===== config.mk =====
export PLATFORM = sky130hd
export DESIGN_NAME = ulpsr_regs
export DESIGN_NICKNAME = d
export VERILOG_FILES = /design/src/ulpsr_pkg.sv /design/src/ulpsr_evt_if.sv /design/src/ulpsr_regs.sv /design/src/ulpsr_link_state.sv
export SDC_FILE = /design/constraint.sdc
export NUM_CORES = 1
export LEC_CHECK = 0
export BUFFER_PORTS_ARGS = -buffer_cell sky130_fd_sc_hd__clkbuf_2
export CAP_MARGIN = 20
export CORE_ASPECT_RATIO = 0.6
export CORE_MARGIN = 2
export CORE_UTILIZATION = 25
export CTS_CLUSTER_SIZE = 10
export DETAILED_ROUTE_END_ITERATION = 8
export GPL_TIMING_DRIVEN = 1
export SYNTH_ARGS = -nofsm -noshare
export SYNTH_HDL_FRONTEND = slang
export SYNTH_SLANG_ARGS = --single-unit
export TNS_END_PERCENT = 20

===== constraint.sdc =====
create_clock -name hclk -period 2.8 [get_ports hclk]
set_clock_uncertainty 0.1 [all_clocks]
set_input_delay 0.28 -clock hclk [delete_from_list [all_inputs] [get_ports hclk]]
set_output_delay 0.28 -clock hclk [all_outputs]
set_load 0.05 [all_outputs]

===== src/ulpsr_pkg.sv =====
// Package for the link power status register group: offsets, fields, resets.
// Assumes a 32-bit AHB-Lite slave with word-aligned registers.
package ulpsr_pkg;
	localparam logic [7:0] ULPSR_OFF_PHY = 8'h9C;
	localparam logic [7:0] ULPSR_OFF_U1 = 8'hA0;
	localparam logic [7:0] ULPSR_OFF_U2 = 8'hA4;
	localparam logic [7:0] ULPSR_OFF_STS = 8'hA8;
	localparam logic [7:0] ULPSR_OFF_INT_STS = 8'hB8;
	localparam logic [7:0] ULPSR_OFF_INT_EN = 8'hBC;
	localparam logic [7:0] ULPSR_OFF_INT_CLR = 8'hC4;
	localparam logic [7:0] ULPSR_OFF_CTRL = 8'hC8;
	localparam int ULPSR_SWING_POS = 6;
	localparam int ULPSR_MARGIN_LSB = 3;
	localparam int ULPSR_DEEMPH_LSB = 1;
	localparam int ULPSR_EBM_POS = 0;
	localparam int ULPSR_SEL_FLAG_POS = 5;
	localparam int ULPSR_MIRROR_LSB = 16;
	localparam int ULPSR_IRQEN_POS = 20;
	localparam logic [6:0] ULPSR_PHY_ZERO = 7'h00;
	localparam logic [5:0] ULPSR_FLAGS_RST = 6'h00;
	localparam logic [4:0] ULPSR_FEAT_RST = 5'h00;
	localparam logic [7:0] ULPSR_LAT8_RST = 8'h00;
	localparam logic [15:0] ULPSR_LAT16_RST = 16'h0000;
	localparam logic [1:0] ULPSR_HTRANS_NONSEQ = 2'h2;
	typedef enum logic [1:0] {
		ULPSR_CFG_NONE = 2'h0,
		ULPSR_CFG_EEPROM = 2'h1,
		ULPSR_CFG_OTP = 2'h2
	} ulpsr_cfg_src_t;
endpackage : ulpsr_pkg


===== src/ulpsr_evt_if.sv =====
// Interface carrying host-side link events into the status block.
// Assumes a single hclk domain.
interface ulpsr_evt_if;
	logic sel_stb;
	logic [7:0] u1_pel;
	logic [7:0] u1_sel;
	logic [15:0] u2_pel;
	logic [15:0] u2_sel;
	logic [4:0] feat_stb;
	logic [4:0] feat_val;
	logic [5:0] flags;
	logic [5:0] clr;
	modport src (output sel_stb, u1_pel, u1_sel, u2_pel, u2_sel,
		feat_stb, feat_val, clr, input flags);
	modport dst (input sel_stb, u1_pel, u1_sel, u2_pel, u2_sel,
		feat_stb, feat_val, clr, output flags);
endinterface : ulpsr_evt_if


===== src/ulpsr_regs.sv =====
// Function
// - At power-up each PHY drive field loads from EEPROM, else OTP, else zero.
// - USB reset or light reset reloads the drive fields from the last image while protection is inactive.
// - Swing bit 6, margin 5:3, de-emphasis 2:1, buffer mode bit 0, upper RO.
// - In compliance mode the PHY de-emphasis comes from link training.
// - Drive fields change by software only while protection allows it.
// - Buffer mode bit is stored and read back but drives no behaviour.
// - Shallow latency register holds 23:16 and 7:0, read-only, set by host.
// - Deep latency register holds 31:16 and 15:0, read-only, set by host.
// - Change flags 5:0 combine into the link status interrupt bit.
// - Live feature states read at bits 20 to 16 of the status register.
// - A host select request updates both latencies and sets flag bit 5.
// - Host feature set or clear raises its sticky flag at bits 4 to 0.
// - Status events reach the interrupt endpoint only when enabled.
//
// Top: link power status register group behind an AHB-Lite slave port.
// Assumes hready equals hreadyout (single slave) and word-sized transfers.
module ulpsr_regs
	import ulpsr_pkg::*;
(
	input wire logic hclk,
	input wire logic hresetn,
	input wire logic hsel,
	input wire logic [31:0] haddr,
	input wire logic [1:0] htrans,
	input wire logic hwrite,
	input wire logic [2:0] hsize,
	input wire logic [31:0] hwdata,
	input wire logic hready,
	output logic [31:0] hrdata,
	output logic hreadyout,
	output logic hresp,
	input wire logic usb_reset,
	input wire logic light_reset,
	input wire logic cfg_valid,
	input wire logic [1:0] cfg_src,
	input wire logic [6:0] cfg_image,
	input wire logic protect_active,
	input wire logic compliance_mode,
	input wire logic [1:0] link_training_deemph,
	input wire logic set_sel_stb,
	input wire logic [7:0] set_sel_u1_pel,
	input wire logic [7:0] set_sel_u1_sel,
	input wire logic [15:0] set_sel_u2_pel,
	input wire logic [15:0] set_sel_u2_sel,
	input wire logic [4:0] feat_stb,
	input wire logic [4:0] feat_val,
	output logic phy_tx_swing,
	output logic [2:0] phy_tx_margin,
	output logic [1:0] phy_tx_deemph,
	output logic phy_elastic_mode,
	output logic link_status_irq,
	output logic intep_link_event,
	output logic irq
);
	typedef enum logic [2:0] {
		ULPSR_BOOT = 3'b001,
		ULPSR_WAIT = 3'b010,
		ULPSR_RUN = 3'b100
	} ulpsr_state_t;

	ulpsr_evt_if evt ();

	ulpsr_state_t state_q;
	logic [6:0] phy_q;
	logic [6:0] image_q;
	logic ph_act_q;
	logic ph_wr_q;
	logic [7:0] ph_addr_q;
	logic link_status_irq_enable_q;
	logic [1:0] int_sts_q;
	logic [1:0] int_en_q;
	logic [7:0] u1_pel_q;
	logic [7:0] u1_sel_q;
	logic [15:0] u2_pel_q;
	logic [15:0] u2_sel_q;
	logic [4:0] feat_q;
	logic wr_en;
	logic [31:0] rd_d;
	logic [1:0] int_evt;
	logic flags_any;
	logic flags_any_q;
	logic reload;

	function automatic logic hit(input logic [7:0] a, input logic [7:0] off);
		return a == off;
	endfunction : hit

	// Always zero-wait, always OKAY
	assign hreadyout = 1'h1;
	assign hresp = 1'h0;
	assign wr_en = ph_act_q && ph_wr_q;
	assign reload = usb_reset || light_reset;

	// Address phase capture
	always_ff @(posedge hclk or negedge hresetn) begin
		if (!hresetn) begin
			ph_act_q <= 1'h0;
			ph_wr_q <= 1'h0;
			ph_addr_q <= 8'h00;
		end else if (hready) begin
			ph_act_q <= hsel && htrans == ULPSR_HTRANS_NONSEQ;
			ph_wr_q <= hwrite;
			ph_addr_q <= haddr[7:0];
		end
	end

	// Image tracker: holds most recent config load, zero when no source
	always_ff @(posedge hclk or negedge hresetn) begin
		if (!hresetn) begin
			image_q <= ULPSR_PHY_ZERO;
		end else if (cfg_valid) begin
			image_q <= (cfg_src == ULPSR_CFG_NONE) ? ULPSR_PHY_ZERO : cfg_image;
		end
	end

	// Boot sequencing: drive fields take the image once config loads
	always_ff @(posedge hclk or negedge hresetn) begin
		if (!hresetn) begin
			state_q <= ULPSR_BOOT;
		end else begin
			unique case (state_q)
				ULPSR_BOOT: begin
					state_q <= ULPSR_WAIT;
				end
				ULPSR_WAIT: begin
					if (cfg_valid) begin
						state_q <= ULPSR_RUN;
					end
				end
				ULPSR_RUN: begin
					state_q <= ULPSR_RUN;
				end
				default: begin
					state_q <= ULPSR_BOOT;
				end
			endcase
		end
	end

	always_ff @(posedge hclk or negedge hresetn) begin
		if (!hresetn) begin
			phy_q <= ULPSR_PHY_ZERO;
		end else if (state_q == ULPSR_WAIT && cfg_valid) begin
			phy_q <= (cfg_src == ULPSR_CFG_NONE) ? ULPSR_PHY_ZERO : cfg_image;
		end else if (reload && !protect_active) begin
			// Protection also shields the fields from the reset reload
			phy_q <= image_q;
		end else if (wr_en && hit(ph_addr_q, ULPSR_OFF_PHY) && !protect_active) begin
			phy_q <= hwdata[6:0];
		end
	end

	assign phy_tx_swing = phy_q[ULPSR_SWING_POS];
	assign phy_tx_margin = phy_q[ULPSR_MARGIN_LSB +: 3];
	// Training owns de-emphasis during compliance
	assign phy_tx_deemph = compliance_mode ? link_training_deemph
		: phy_q[ULPSR_DEEMPH_LSB +: 2];
	// Mode bit is passed through only; nothing here acts on it
	assign phy_elastic_mode = phy_q[ULPSR_EBM_POS];

	always_ff @(posedge hclk or negedge hresetn) begin
		if (!hresetn) begin
			link_status_irq_enable_q <= 1'h0;
		end else if (wr_en && hit(ph_addr_q, ULPSR_OFF_CTRL)) begin
			link_status_irq_enable_q <= hwdata[ULPSR_IRQEN_POS];
		end
	end

	assign evt.sel_stb = set_sel_stb;
	assign evt.u1_pel = set_sel_u1_pel;
	assign evt.u1_sel = set_sel_u1_sel;
	assign evt.u2_pel = set_sel_u2_pel;
	assign evt.u2_sel = set_sel_u2_sel;
	assign evt.feat_stb = feat_stb;
	assign evt.feat_val = feat_val;
	assign evt.clr = (wr_en && hit(ph_addr_q, ULPSR_OFF_STS))
		? hwdata[5:0] : 6'h00;

	ulpsr_link_state u_state (
		.hclk(hclk),
		.hresetn(hresetn),
		.evt(evt),
		.u1_pel_q(u1_pel_q),
		.u1_sel_q(u1_sel_q),
		.u2_pel_q(u2_pel_q),
		.u2_sel_q(u2_sel_q),
		.feat_q(feat_q)
	);

	assign flags_any = |evt.flags;
	assign link_status_irq = flags_any;
	assign intep_link_event = flags_any && link_status_irq_enable_q;

	always_ff @(posedge hclk or negedge hresetn) begin
		if (!hresetn) begin
			flags_any_q <= 1'h0;
		end else begin
			flags_any_q <= flags_any;
		end
	end

	// Interrupt events: bit 0 select request, bit 1 feature change
	assign int_evt = {|feat_stb, set_sel_stb};

	always_ff @(posedge hclk or negedge hresetn) begin
		if (!hresetn) begin
			int_sts_q <= 2'h0;
		end else begin
			int_sts_q <= (int_sts_q & ~((wr_en && hit(ph_addr_q, ULPSR_OFF_INT_CLR))
				? hwdata[1:0] : 2'h0)) | int_evt;
		end
	end

	always_ff @(posedge hclk or negedge hresetn) begin
		if (!hresetn) begin
			int_en_q <= 2'h0;
		end else if (wr_en && hit(ph_addr_q, ULPSR_OFF_INT_EN)) begin
			int_en_q <= hwdata[1:0];
		end
	end

	assign irq = |(int_sts_q & int_en_q);

	always_comb begin
		rd_d = 32'h0000_0000;
		unique case (haddr[7:0])
			ULPSR_OFF_PHY: rd_d[6:0] = phy_q;
			ULPSR_OFF_U1: rd_d = {8'h00, u1_pel_q, 8'h00, u1_sel_q};
			ULPSR_OFF_U2: rd_d = {u2_pel_q, u2_sel_q};
			ULPSR_OFF_STS: rd_d = {11'h000, feat_q, 10'h000, evt.flags};
			ULPSR_OFF_INT_STS: rd_d[1:0] = int_sts_q;
			ULPSR_OFF_INT_EN: rd_d[1:0] = int_en_q;
			ULPSR_OFF_CTRL: rd_d[ULPSR_IRQEN_POS] = link_status_irq_enable_q;
			default: rd_d = 32'h0000_0000;
		endcase
	end

	always_ff @(posedge hclk or negedge hresetn) begin
		if (!hresetn) begin
			hrdata <= 32'h0000_0000;
		end else if (hready && hsel && htrans == ULPSR_HTRANS_NONSEQ && !hwrite) begin
			hrdata <= rd_d;
		end
	end

	reload_image_a: assert property (@(posedge hclk) disable iff (!hresetn)
		(reload && !protect_active && !(state_q == ULPSR_WAIT && cfg_valid))
		|=> phy_q == $past(image_q))
		else $error("drive fields not reloaded from image");
	protect_hold_a: assert property (@(posedge hclk) disable iff (!hresetn)
		(protect_active && state_q == ULPSR_RUN) |=> $stable(phy_q))
		else $error("protected drive fields changed");
	deemph_src_a: assert property (@(posedge hclk) disable iff (!hresetn)
		compliance_mode |-> phy_tx_deemph == link_training_deemph)
		else $error("de-emphasis not from training in compliance");
	sts_irq_a: assert property (@(posedge hclk) disable iff (!hresetn)
		set_sel_stb |=> link_status_irq)
		else $error("status interrupt missing after select");
	ep_gate_a: assert property (@(posedge hclk) disable iff (!hresetn)
		!link_status_irq_enable_q |-> !intep_link_event)
		else $error("endpoint event while disabled");
	boot_load_a: assert property (@(posedge hclk) disable iff (!hresetn)
		(state_q == ULPSR_WAIT && cfg_valid && cfg_src == ULPSR_CFG_NONE)
		|=> phy_q == ULPSR_PHY_ZERO)
		else $error("blank config did not give zero");
	mirror_rd_a: assert property (@(posedge hclk) disable iff (!hresetn)
		(hready && hsel && htrans == ULPSR_HTRANS_NONSEQ && !hwrite
		&& haddr[7:0] == ULPSR_OFF_STS) |=> hrdata[20:16] == $past(feat_q))
		else $error("mirror bits read wrong");
	light_keep_a: assert property (@(posedge hclk) disable iff (!hresetn)
		(light_reset && !set_sel_stb) |=> $stable(u2_pel_q))
		else $error("latency lost on light reset");

	// Latency, mirror, flag and status event enable checks
	rise_cause_a: assert property (@(posedge hclk)
		disable iff (!hresetn) (flags_any && !flags_any_q)
		|-> $past(set_sel_stb || (|feat_stb)))
		else $error("change flag rose without host event");
	shallow_load_a: assert property (@(posedge hclk)
		disable iff (!hresetn) set_sel_stb
		|=> u1_pel_q == $past(set_sel_u1_pel)
		&& u1_sel_q == $past(set_sel_u1_sel))
		else $error("shallow latency not loaded");
	shallow_ro_a: assert property (@(posedge hclk)
		disable iff (!hresetn) (wr_en && hit(ph_addr_q, ULPSR_OFF_U1)
		&& !set_sel_stb) |=> $stable(u1_pel_q) && $stable(u1_sel_q))
		else $error("software write changed shallow latency");
	deep_load_a: assert property (@(posedge hclk)
		disable iff (!hresetn) set_sel_stb
		|=> u2_pel_q == $past(set_sel_u2_pel))
		else $error("deep latency not loaded");
	deep_read_a: assert property (@(posedge hclk)
		disable iff (!hresetn) (hready && hsel && !hwrite
		&& htrans == ULPSR_HTRANS_NONSEQ && haddr[7:0] == ULPSR_OFF_U2)
		|=> hrdata == {$past(u2_pel_q), $past(u2_sel_q)})
		else $error("deep latency read wrong");
	wake_flag_a: assert property (@(posedge hclk)
		disable iff (!hresetn) feat_stb[4] |=> evt.flags[4])
		else $error("wake change not flagged");
	wake_mirror_a: assert property (@(posedge hclk)
		disable iff (!hresetn) feat_stb[4]
		|=> feat_q[4] == $past(feat_val[4]))
		else $error("wake mirror not updated");
	light_mirror_a: assert property (@(posedge hclk)
		disable iff (!hresetn) (light_reset && !(|feat_stb))
		|=> $stable(feat_q))
		else $error("feature mirror lost on light reset");
	flag_clear_a: assert property (@(posedge hclk)
		disable iff (!hresetn) (wr_en && hit(ph_addr_q, ULPSR_OFF_STS)
		&& hwdata[ULPSR_SEL_FLAG_POS] && !set_sel_stb)
		|=> !evt.flags[ULPSR_SEL_FLAG_POS])
		else $error("select flag not cleared by write one");
	ep_follow_a: assert property (@(posedge hclk)
		disable iff (!hresetn) (link_status_irq && link_status_irq_enable_q)
		|-> intep_link_event)
		else $error("enabled status event not reported");
	ctrl_read_a: assert property (@(posedge hclk)
		disable iff (!hresetn) (hready && hsel && !hwrite
		&& htrans == ULPSR_HTRANS_NONSEQ && haddr[7:0] == ULPSR_OFF_CTRL)
		|=> hrdata[ULPSR_IRQEN_POS] == $past(link_status_irq_enable_q))
		else $error("status enable read wrong");

	// Drive control and interrupt checks
	drive_map_a: assert property (@(posedge hclk)
		disable iff (!hresetn) phy_tx_swing == phy_q[ULPSR_SWING_POS]
		&& phy_tx_margin == phy_q[ULPSR_MARGIN_LSB +: 3])
		else $error("drive outputs do not follow the register");
	sw_write_a: assert property (@(posedge hclk)
		disable iff (!hresetn) (wr_en && hit(ph_addr_q, ULPSR_OFF_PHY)
		&& !protect_active && !reload && state_q == ULPSR_RUN)
		|=> phy_q == $past(hwdata[6:0]))
		else $error("drive control write lost");
	upper_zero_a: assert property (@(posedge hclk)
		disable iff (!hresetn) (hready && hsel && !hwrite
		&& htrans == ULPSR_HTRANS_NONSEQ && haddr[7:0] == ULPSR_OFF_PHY)
		|=> hrdata[31:7] == 25'h000_0000)
		else $error("reserved drive control bits read nonzero");
	deemph_reg_a: assert property (@(posedge hclk)
		disable iff (!hresetn) !compliance_mode
		|-> phy_tx_deemph == phy_q[ULPSR_DEEMPH_LSB +: 2])
		else $error("de-emphasis not from register outside compliance");
	boot_image_a: assert property (@(posedge hclk)
		disable iff (!hresetn)
		(state_q == ULPSR_WAIT && cfg_valid && cfg_src != ULPSR_CFG_NONE)
		|=> phy_q == $past(cfg_image))
		else $error("boot load did not take the image");
	int_set_a: assert property (@(posedge hclk)
		disable iff (!hresetn) set_sel_stb |=> int_sts_q[0])
		else $error("select event not latched");
	int_clr_a: assert property (@(posedge hclk)
		disable iff (!hresetn) (wr_en && hit(ph_addr_q, ULPSR_OFF_INT_CLR)
		&& hwdata[1] && !(|feat_stb)) |=> !int_sts_q[1])
		else $error("feature event not cleared");
	irq_mask_a: assert property (@(posedge hclk)
		disable iff (!hresetn) int_en_q == 2'h0 |-> !irq)
		else $error("interrupt while all sources masked");
endmodule : ulpsr_regs


===== src/ulpsr_link_state.sv =====
// Link state store: latencies, live feature mirrors and sticky change flags.
// Assumes request strobes are one-cycle pulses synchronous to hclk.
module ulpsr_link_state
	import ulpsr_pkg::*;
(
	input wire logic hclk,
	input wire logic hresetn,
	ulpsr_evt_if.dst evt,
	output logic [7:0] u1_pel_q,
	output logic [7:0] u1_sel_q,
	output logic [15:0] u2_pel_q,
	output logic [15:0] u2_sel_q,
	output logic [4:0] feat_q
);
	logic [5:0] flags_q;
	logic [5:0] set_d;

	assign evt.flags = flags_q;
	// Any host set or clear counts as a change
	assign set_d = {evt.sel_stb, evt.feat_stb};

	// Latencies survive light reset: only hresetn clears them
	always_ff @(posedge hclk or negedge hresetn) begin
		if (!hresetn) begin
			u1_pel_q <= ULPSR_LAT8_RST;
			u1_sel_q <= ULPSR_LAT8_RST;
			u2_pel_q <= ULPSR_LAT16_RST;
			u2_sel_q <= ULPSR_LAT16_RST;
		end else if (evt.sel_stb) begin
			u1_pel_q <= evt.u1_pel;
			u1_sel_q <= evt.u1_sel;
			u2_pel_q <= evt.u2_pel;
			u2_sel_q <= evt.u2_sel;
		end
	end

	always_ff @(posedge hclk or negedge hresetn) begin
		if (!hresetn) begin
			feat_q <= ULPSR_FEAT_RST;
		end else begin
			feat_q <= (feat_q & ~evt.feat_stb) | (evt.feat_val & evt.feat_stb);
		end
	end

	// Set wins over a same-cycle clear
	always_ff @(posedge hclk or negedge hresetn) begin
		if (!hresetn) begin
			flags_q <= ULPSR_FLAGS_RST;
		end else begin
			flags_q <= (flags_q & ~evt.clr) | set_d;
		end
	end

	sel_update_a: assert property (@(posedge hclk) disable iff (!hresetn)
		evt.sel_stb |=> flags_q[ULPSR_SEL_FLAG_POS] && u2_sel_q == $past(evt.u2_sel))
		else $error("latency or select flag not updated");
	feat_flag_a: assert property (@(posedge hclk) disable iff (!hresetn)
		evt.feat_stb[0] |=> flags_q[0] && feat_q[0] == $past(evt.feat_val[0]))
		else $error("feature change not flagged");
	flag_hold_a: assert property (@(posedge hclk) disable iff (!hresetn)
		(flags_q[1] && !evt.clr[1]) |=> flags_q[1])
		else $error("change flag lost without clear");
	lat_stable_a: assert property (@(posedge hclk) disable iff (!hresetn)
		!evt.sel_stb |=> $stable(u1_pel_q) && $stable(u1_sel_q))
		else $error("latency changed without select");
endmodule : ulpsr_link_state


==> metrics.txt, run 1 <==
Cell variety after synth=53; CP max-delay cell=dfrtp_1; sw frac=24.8%; minimum clock period=2.00 ns; Max-Cap Viols=0; GR Util All Layers=14.3%; Final HPWL DP=11,300 µm; Ports=193; proportion of netlist area held by the largest area contributor=55.1%; CP Class=reg2out; clock network power share=46.2%; register bit total from synthesis=123; post-DR vias/cell=4.51; Worst VDD drop=0.000391 V; CTS resizes=0; Die Wd=196 µm; Critical Path RT=2.42 ns; power density over the cells=622 nW/µm²; Worst Hold Class=in2reg; placer congestion estimate=0.725; root buffer selected by CTS=clkbuf_16; largest net degree at the start of global routing=55; via count=4,189; Hold Violations, Final=0; Clock Sinks=123; DRC viols=0; Finish-stage setup viols=0; H-tree levels=4; Synth area leaders=dfrtp_1, mux2_2, a22o_1; number of global-route vias before repair=4,131; Pint=3610 µW; Seq/Total Area, Yosys=55.5%; Comb power frac=12.4%; Filler cells=2,160; worst-margin pin slew=0.751 ns; reg2reg end=phy_q[4]; clk_lat worst skew=0.42 ns; post-route setup TNS=0 ns; Max Freq=500 MHz; drt pass-1 iters=4; Crit Path Max Fanout=3; crit-path cells=nor4_1 -> nand2_1 -> and2_1 -> clkbuf_2; switching power=1190 µW; CP Capture Type=output pin; initial antenna violation count=1; CTS clock-pin slew for the worst setup and hold paths=0.05 ns; unrepaired setup endpoints after global routing=no; status=finished clean; Leak=0.00346 µW; Post-synth ARST share=100%; largest stage delay on the critical path=0.41 ns; R2R Path Start=state_q[0]; sequential share of power=41.4%; IO buf count=139; dominant cell type by area after synthesis=dfrtp_1; worst hold margin=0.0180 ns; Mapped Area=5540 µm²; initial core utilization=25.3%; Design Power=4790 µW; Top FF cell, synth=dfrtp_1; ant diodes=0; commonest non-fill, non-tap cell in the layout=clkbuf_2; Layout area overhead=39.0%; synthesized area per cell=12.8 µm²; DIE AREA=23,400 µm²; post-route cell area=7700 µm²; Antenna Nets Post-Route=0; hold_sp=cfg_image[4]; CTS tree=done; first-pass GRT wire length=24,800 µm; FP Rows=42; R2R cell count=4; reg2reg setup slack=0.85 ns; Slew HR=49.5%; total core area=21,900 µm²; fin nets=779; most frequent cells in the layout=clkbuf_2, dfrtp_1, mux2_2; Bufs on Longest Clock Path=2; fin util=35.2%; Max Slew Vio Count=0; critical path launch point=u_state.evt.flags[0]; DRT iter0 DRCs=209; Congestion Overflow GR=0; synth warn=0; Post-synth EDFFs=0; Total Wirelength=15,900 µm; Synthesized Nets=583; Area after DPL=6550 µm²; CP arrival=1.62 ns; routed len/inst=17.1 µm; share of cells above drive strength 1=43.2%; startpoint types=register; Die Height=119 µm; TritonCTS buffer count=17; crit share post-route=71.5%; crit path capture=intep_link_event; Mapped Cells=434
[through the flow]
| stage | setup WS, ns | cells |
|---|---|---|
| floorplan | 0.996 | 434 |
| global placement | 0.842 | 841 |
| detailed placement | 0.835 | 841 |
| CTS | 0.754 | 929 |
| global route | 0.652 | 929 |
| finish | 0.799 | 929 |
[metal layers]
metal	GRT usage, %	up-vias	routed length (µm)	part of all wire [%]
li1	-	1978	-	-
met1	21.5	2089	8190	52
met2	19.0	111	6530	41
met3	4.02	11	972	6.1
met4	5.54	0	164	1.0
met5	0	-	0	0
[sequential cells by signal, summed over array words and instances (netlist names), 2 cells and up, named ones only]
name,flops
image_q,7
state_q,3
u_state.u2_pel_q,16
int_sts_q,2
hrdata,32
phy_q,7
u_state.u1_pel_q,8
ph_addr_q,8
int_en_q,2
u_state.evt.flags,6
u_state.u2_sel_q,16
u_state.u1_sel_q,8
[area by class of cell]
type	count	area [µm²]	share of cell area (%)
Clock buffer	25	505	6.56
Clock inverter	7	87.6	1.14
Inverter	7	26.3	0.341
Multi-Input combinational cell	276	2300	29.9
Sequential cell	123	3080	40.0
Tap cell	286	358	4.64
Timing Repair Buffer	205	1350	17.5
[cell usage after synthesis (all sizes together) (4+ instances only)]
cell type / count
nand3: 20
nand2: 22
clkbuf: 13
inv: 7
buf: 15
a21o: 7
dfrtp: 122
nand3b: 4
a22o: 22
a22oi: 8
mux2i: 17
mux2: 85
o2bb2ai: 4
nor4: 8
nor2: 11
o21ai: 28
[critical path, delay by kind of cell, from the launching register on]
| kind | cells | cell delay, ns |
|---|---|---|
| buf+inv | 1 | 0.23 |
| simple gates | 3 | 0.57 |
| flops | 1 | 0.41 |
[power by group through the flow]
stage,Combinational [µW],Clock [µW],Sequential [µW]
after floorplan,312,0,2020
after global placement,533,0,2010
after detailed placement,537,0,2020
after CTS,601,2270,1990
after global routing,645,2380,2000
final,594,2220,1980
[worst min path at each step]
stage	cells past startpoint	slack [ns]	endpoint
detailed placement	1	0.22	ph_addr_q[0]
floorplan	0	-0.12	async pin
global placement	1	0.22	ph_addr_q[0]
global route	2	0.01	u_state.u1_sel_q[0]
CTS	3	0.0003	image_q[4]
finish	3	0.02	image_q[4]
[kinds of logic after synthesis]
group,share of synthesized area [%]
XOR/XNOR,0.158
multiplexers,20.3
AO/OA/AOI/OAI,10.6
flip-flops,55.5
other,0.135
AND/OR/NAND/NOR,10.2
buffers and inverters,3.02
[repair_timing]
item                                   in CTS  in global routing
endpoints found under the hold margin      93                  0
buffers inserted                            0                  0
hold buffers                               56                  0
No activity file was read; power rests on OpenSTA's default activity.
==> run 2: changes to the inputs <==
- clock period: 2.8 -> 2.1 ns (I/O delays scaled with it)
==> run 2 against run 1 <==
Against the previous run:
- wire length increased by 0.93%
- sequential share of layout area decreased by 1.5 points
- sequential power increased by 33%
- first-iteration DRC count decreased by 23%
- non-clock buffer count increased by 26
- critical path type is now reg2reg
- critical endpoint is now phy_q[5]
- largest cell class unchanged
==> metrics.txt, run 2 (synthesis gave the netlist of run 1 again) <==
status=finished clean (unchanged); Design Power=6550 µW (was 4790 µW); CP Capture Type=register (was output pin); Biggest register=hrdata (unchanged); number of global-route vias before repair=4,449 (was 4,131); CTS clock-pin slew for the worst setup and hold paths=0.06 ns (was 0.05 ns); Die Wd=196 µm (unchanged); total core area=21,900 µm² (unchanged); hold_sp=haddr[1] (was cfg_image[4]); largest stage delay on the critical path=0.58 ns (was 0.41 ns); power density over the cells=819 nW/µm² (was 622 nW/µm²); fin nets=805 (was 779); via count=4,250 (was 4,189); Comb power frac=12.7% (was 12.4%); Largest regs=hrdata x32, u_state.u2_pel_q x16, u_state.u2_sel_q x16 (unchanged); Finish-stage setup viols=0 (unchanged); CP arrival=2.13 ns (was 1.62 ns); GR Util All Layers=14.6% (was 14.3%); CP max-delay cell=dfstp_2 (was dfrtp_1); Top Family by Delay on Critical Path=flip-flops (was simple AND/OR/NAND/NOR gates); clock network power share=46.8% (was 46.2%); initial antenna violation count=1 (unchanged); startpoint types=register (unchanged); Final HPWL DP=11,600 µm (was 11,300 µm); Pint=4930 µW (was 3610 µW); worst-margin pin slew=0.640 ns (was 0.751 ns); hold path cells=2 (was 3); R2R Path Start=state_q[0] (unchanged); crit-path cells=and4bb_4 -> o21bai_1 -> a31oi_4 -> mux2_2 (was nor4_1 -> nand2_1 -> and2_1 -> clkbuf_2); Antenna Nets Post-Route=0 (unchanged); Layout area overhead=44.2% (was 39.0%); ant diodes=0 (unchanged); Max Freq=517 MHz; Filler cells=2,157 (was 2,160); Crit path depth=4 (unchanged); root buffer selected by CTS=clkbuf_16 (unchanged); Congestion Overflow GR=0 (unchanged); Worst Hold Class=in2reg (unchanged); critical path launch point=state_q[0] (was u_state.evt.flags[0]); routed len/inst=16.8 µm (was 17.1 µm); worst hold margin=0.0494 ns (was 0.0180 ns); Die Height=119 µm (unchanged); CP Class=reg2reg (was reg2out); placer congestion estimate=0.758 (was 0.725); placed insts=848 (was 841); footprint of the multi-input gates=2310 µm² (was 2300 µm²); Ports=193 (unchanged); FF+latch area=3080 µm² (unchanged); Worst Path Buf+Inv=0 (was 1); largest net degree at the start of global routing=51 (was 55); post-DR vias/cell=4.45 (was 4.51); Max Slew Vio Count=0 (unchanged); clk_lat worst skew=0.42 ns (about the same); Max-Cap Viols=0 (unchanged); drt pass-1 iters=4 (unchanged); crit share post-route=92.0%; R2R cell count=4 (unchanged); first-pass GRT wire length=25,400 µm (was 24,800 µm); Worst VDD drop=0.000559 V (was 0.000391 V); DRC viols=0 (unchanged); IO buf count=139 (unchanged); Total Wirelength=16,000 µm (was 15,900 µm); H-tree levels=4 (unchanged); most frequent cells in the layout=clkbuf_2, dfrtp_1, mux2_2 (unchanged); DRT iter0 DRCs=161 (was 209); Critical Path RT=2.30 ns (was 2.42 ns); DIE AREA=23,400 µm² (unchanged); commonest non-fill, non-tap cell in the layout=clkbuf_2 (unchanged); FP Rows=42 (unchanged); switching power=1620 µW (was 1190 µW); Clock Sinks=123 (unchanged); reg2reg setup slack=0.17 ns (was 0.85 ns); unrepaired setup endpoints after global routing=no (unchanged); Leak=0.00359 µW (was 0.00346 µW); CTS tree=done (unchanged); share of cells above drive strength 1=43.2% (about the same); minimum clock period=1.93 ns; sequential share of power=40.4% (was 41.4%); Bufs on Longest Clock Path=2 (unchanged); Crit Path Max Fanout=7 (was 3); final std cells w/o fill=955 (was 929); Slew HR=57.0% (was 49.5%); Hold Violations, Final=0 (unchanged); initial core utilization=25.3% (unchanged); max FFs per register=32 (unchanged); TritonCTS buffer count=17 (unchanged); post-route setup TNS=0 ns (unchanged); sw frac=24.7% (was 24.8%)
==> run 2: cell types whose count changed in the layout (fill, tap and decap cells not counted), moves of 2 or more <==
| cell | previous run | this run |
|---|---|---|
| buf_4 | 10 | 16 |
| dlygate4sd3_1 | 56 | 75 |
| clkinvlp_4 | 1 | 3 |
| clkbuf_1 | 3 | 0 |
==> run 2: cell type report <==
class / instances / area share, %
Multi-Input combinational cell: 276 / 28.9
Timing Repair Buffer: 231 / 20.0
Tap cell: 286 / 4.48
Inverter: 7 / 0.329
Clock buffer: 21 / 6.01
Sequential cell: 123 / 38.5
Clock inverter: 11 / 1.77
==> run 2: per-layer routing <==
metal / vias up / part of all wire (%) / global-route usage [%]
met1: 2114 / 51 / 21.0
met2: 84 / 42 / 20.4
li1: 2039 / - / -
met4: 0 / 1.2 / 5.26
met5: - / 0 / 0
met3: 13 / 5.7 / 4.67
==> run 2: power by group through the flow <==
stage / combinational [µW] / clock (µW) / sequential (µW)
final: 834 / 3070 / 2640
after global routing: 912 / 3290 / 2670
after CTS: 847 / 3160 / 2650
after detailed placement: 732 / 0 / 2690
after global placement: 721 / 0 / 2680
after floorplan: 416 / 0 / 2700
==> run 2: path summary, 6_finish.rpt <==
path	endpoint
worst max-delay path	phy_q[5]
worst min-delay path	ph_addr_q[1]
worst max register to register	phy_q[5]
worst min register to register	hrdata[19]
max in group asynchronous	state_q[0]
min in group asynchronous	phy_q[1]
==> run 2: stage by stage <==
step | setup WS [ns] | area, µm² | utilization, %
after CTS | 0.113 | 7990 | 36.5
after global placement | 0.198 | 6620 | 30.2
after detailed placement | 0.208 | 6620 | 30.2
final | 0.167 | 8000 | 36.5
after global routing | 0.0640 | 8000 | 36.5
after floorplan | 0.346 | 5540 | -
==> run 2: repair_timing <==
action / 4_1_cts / 5_1_grt
hold buffers: 75 / 0
endpoints found under the setup margin: 0 / 1
gates resized for setup: 0 / 2
endpoints found under the hold margin: 100 / 0
setup buffers: 0 / 0
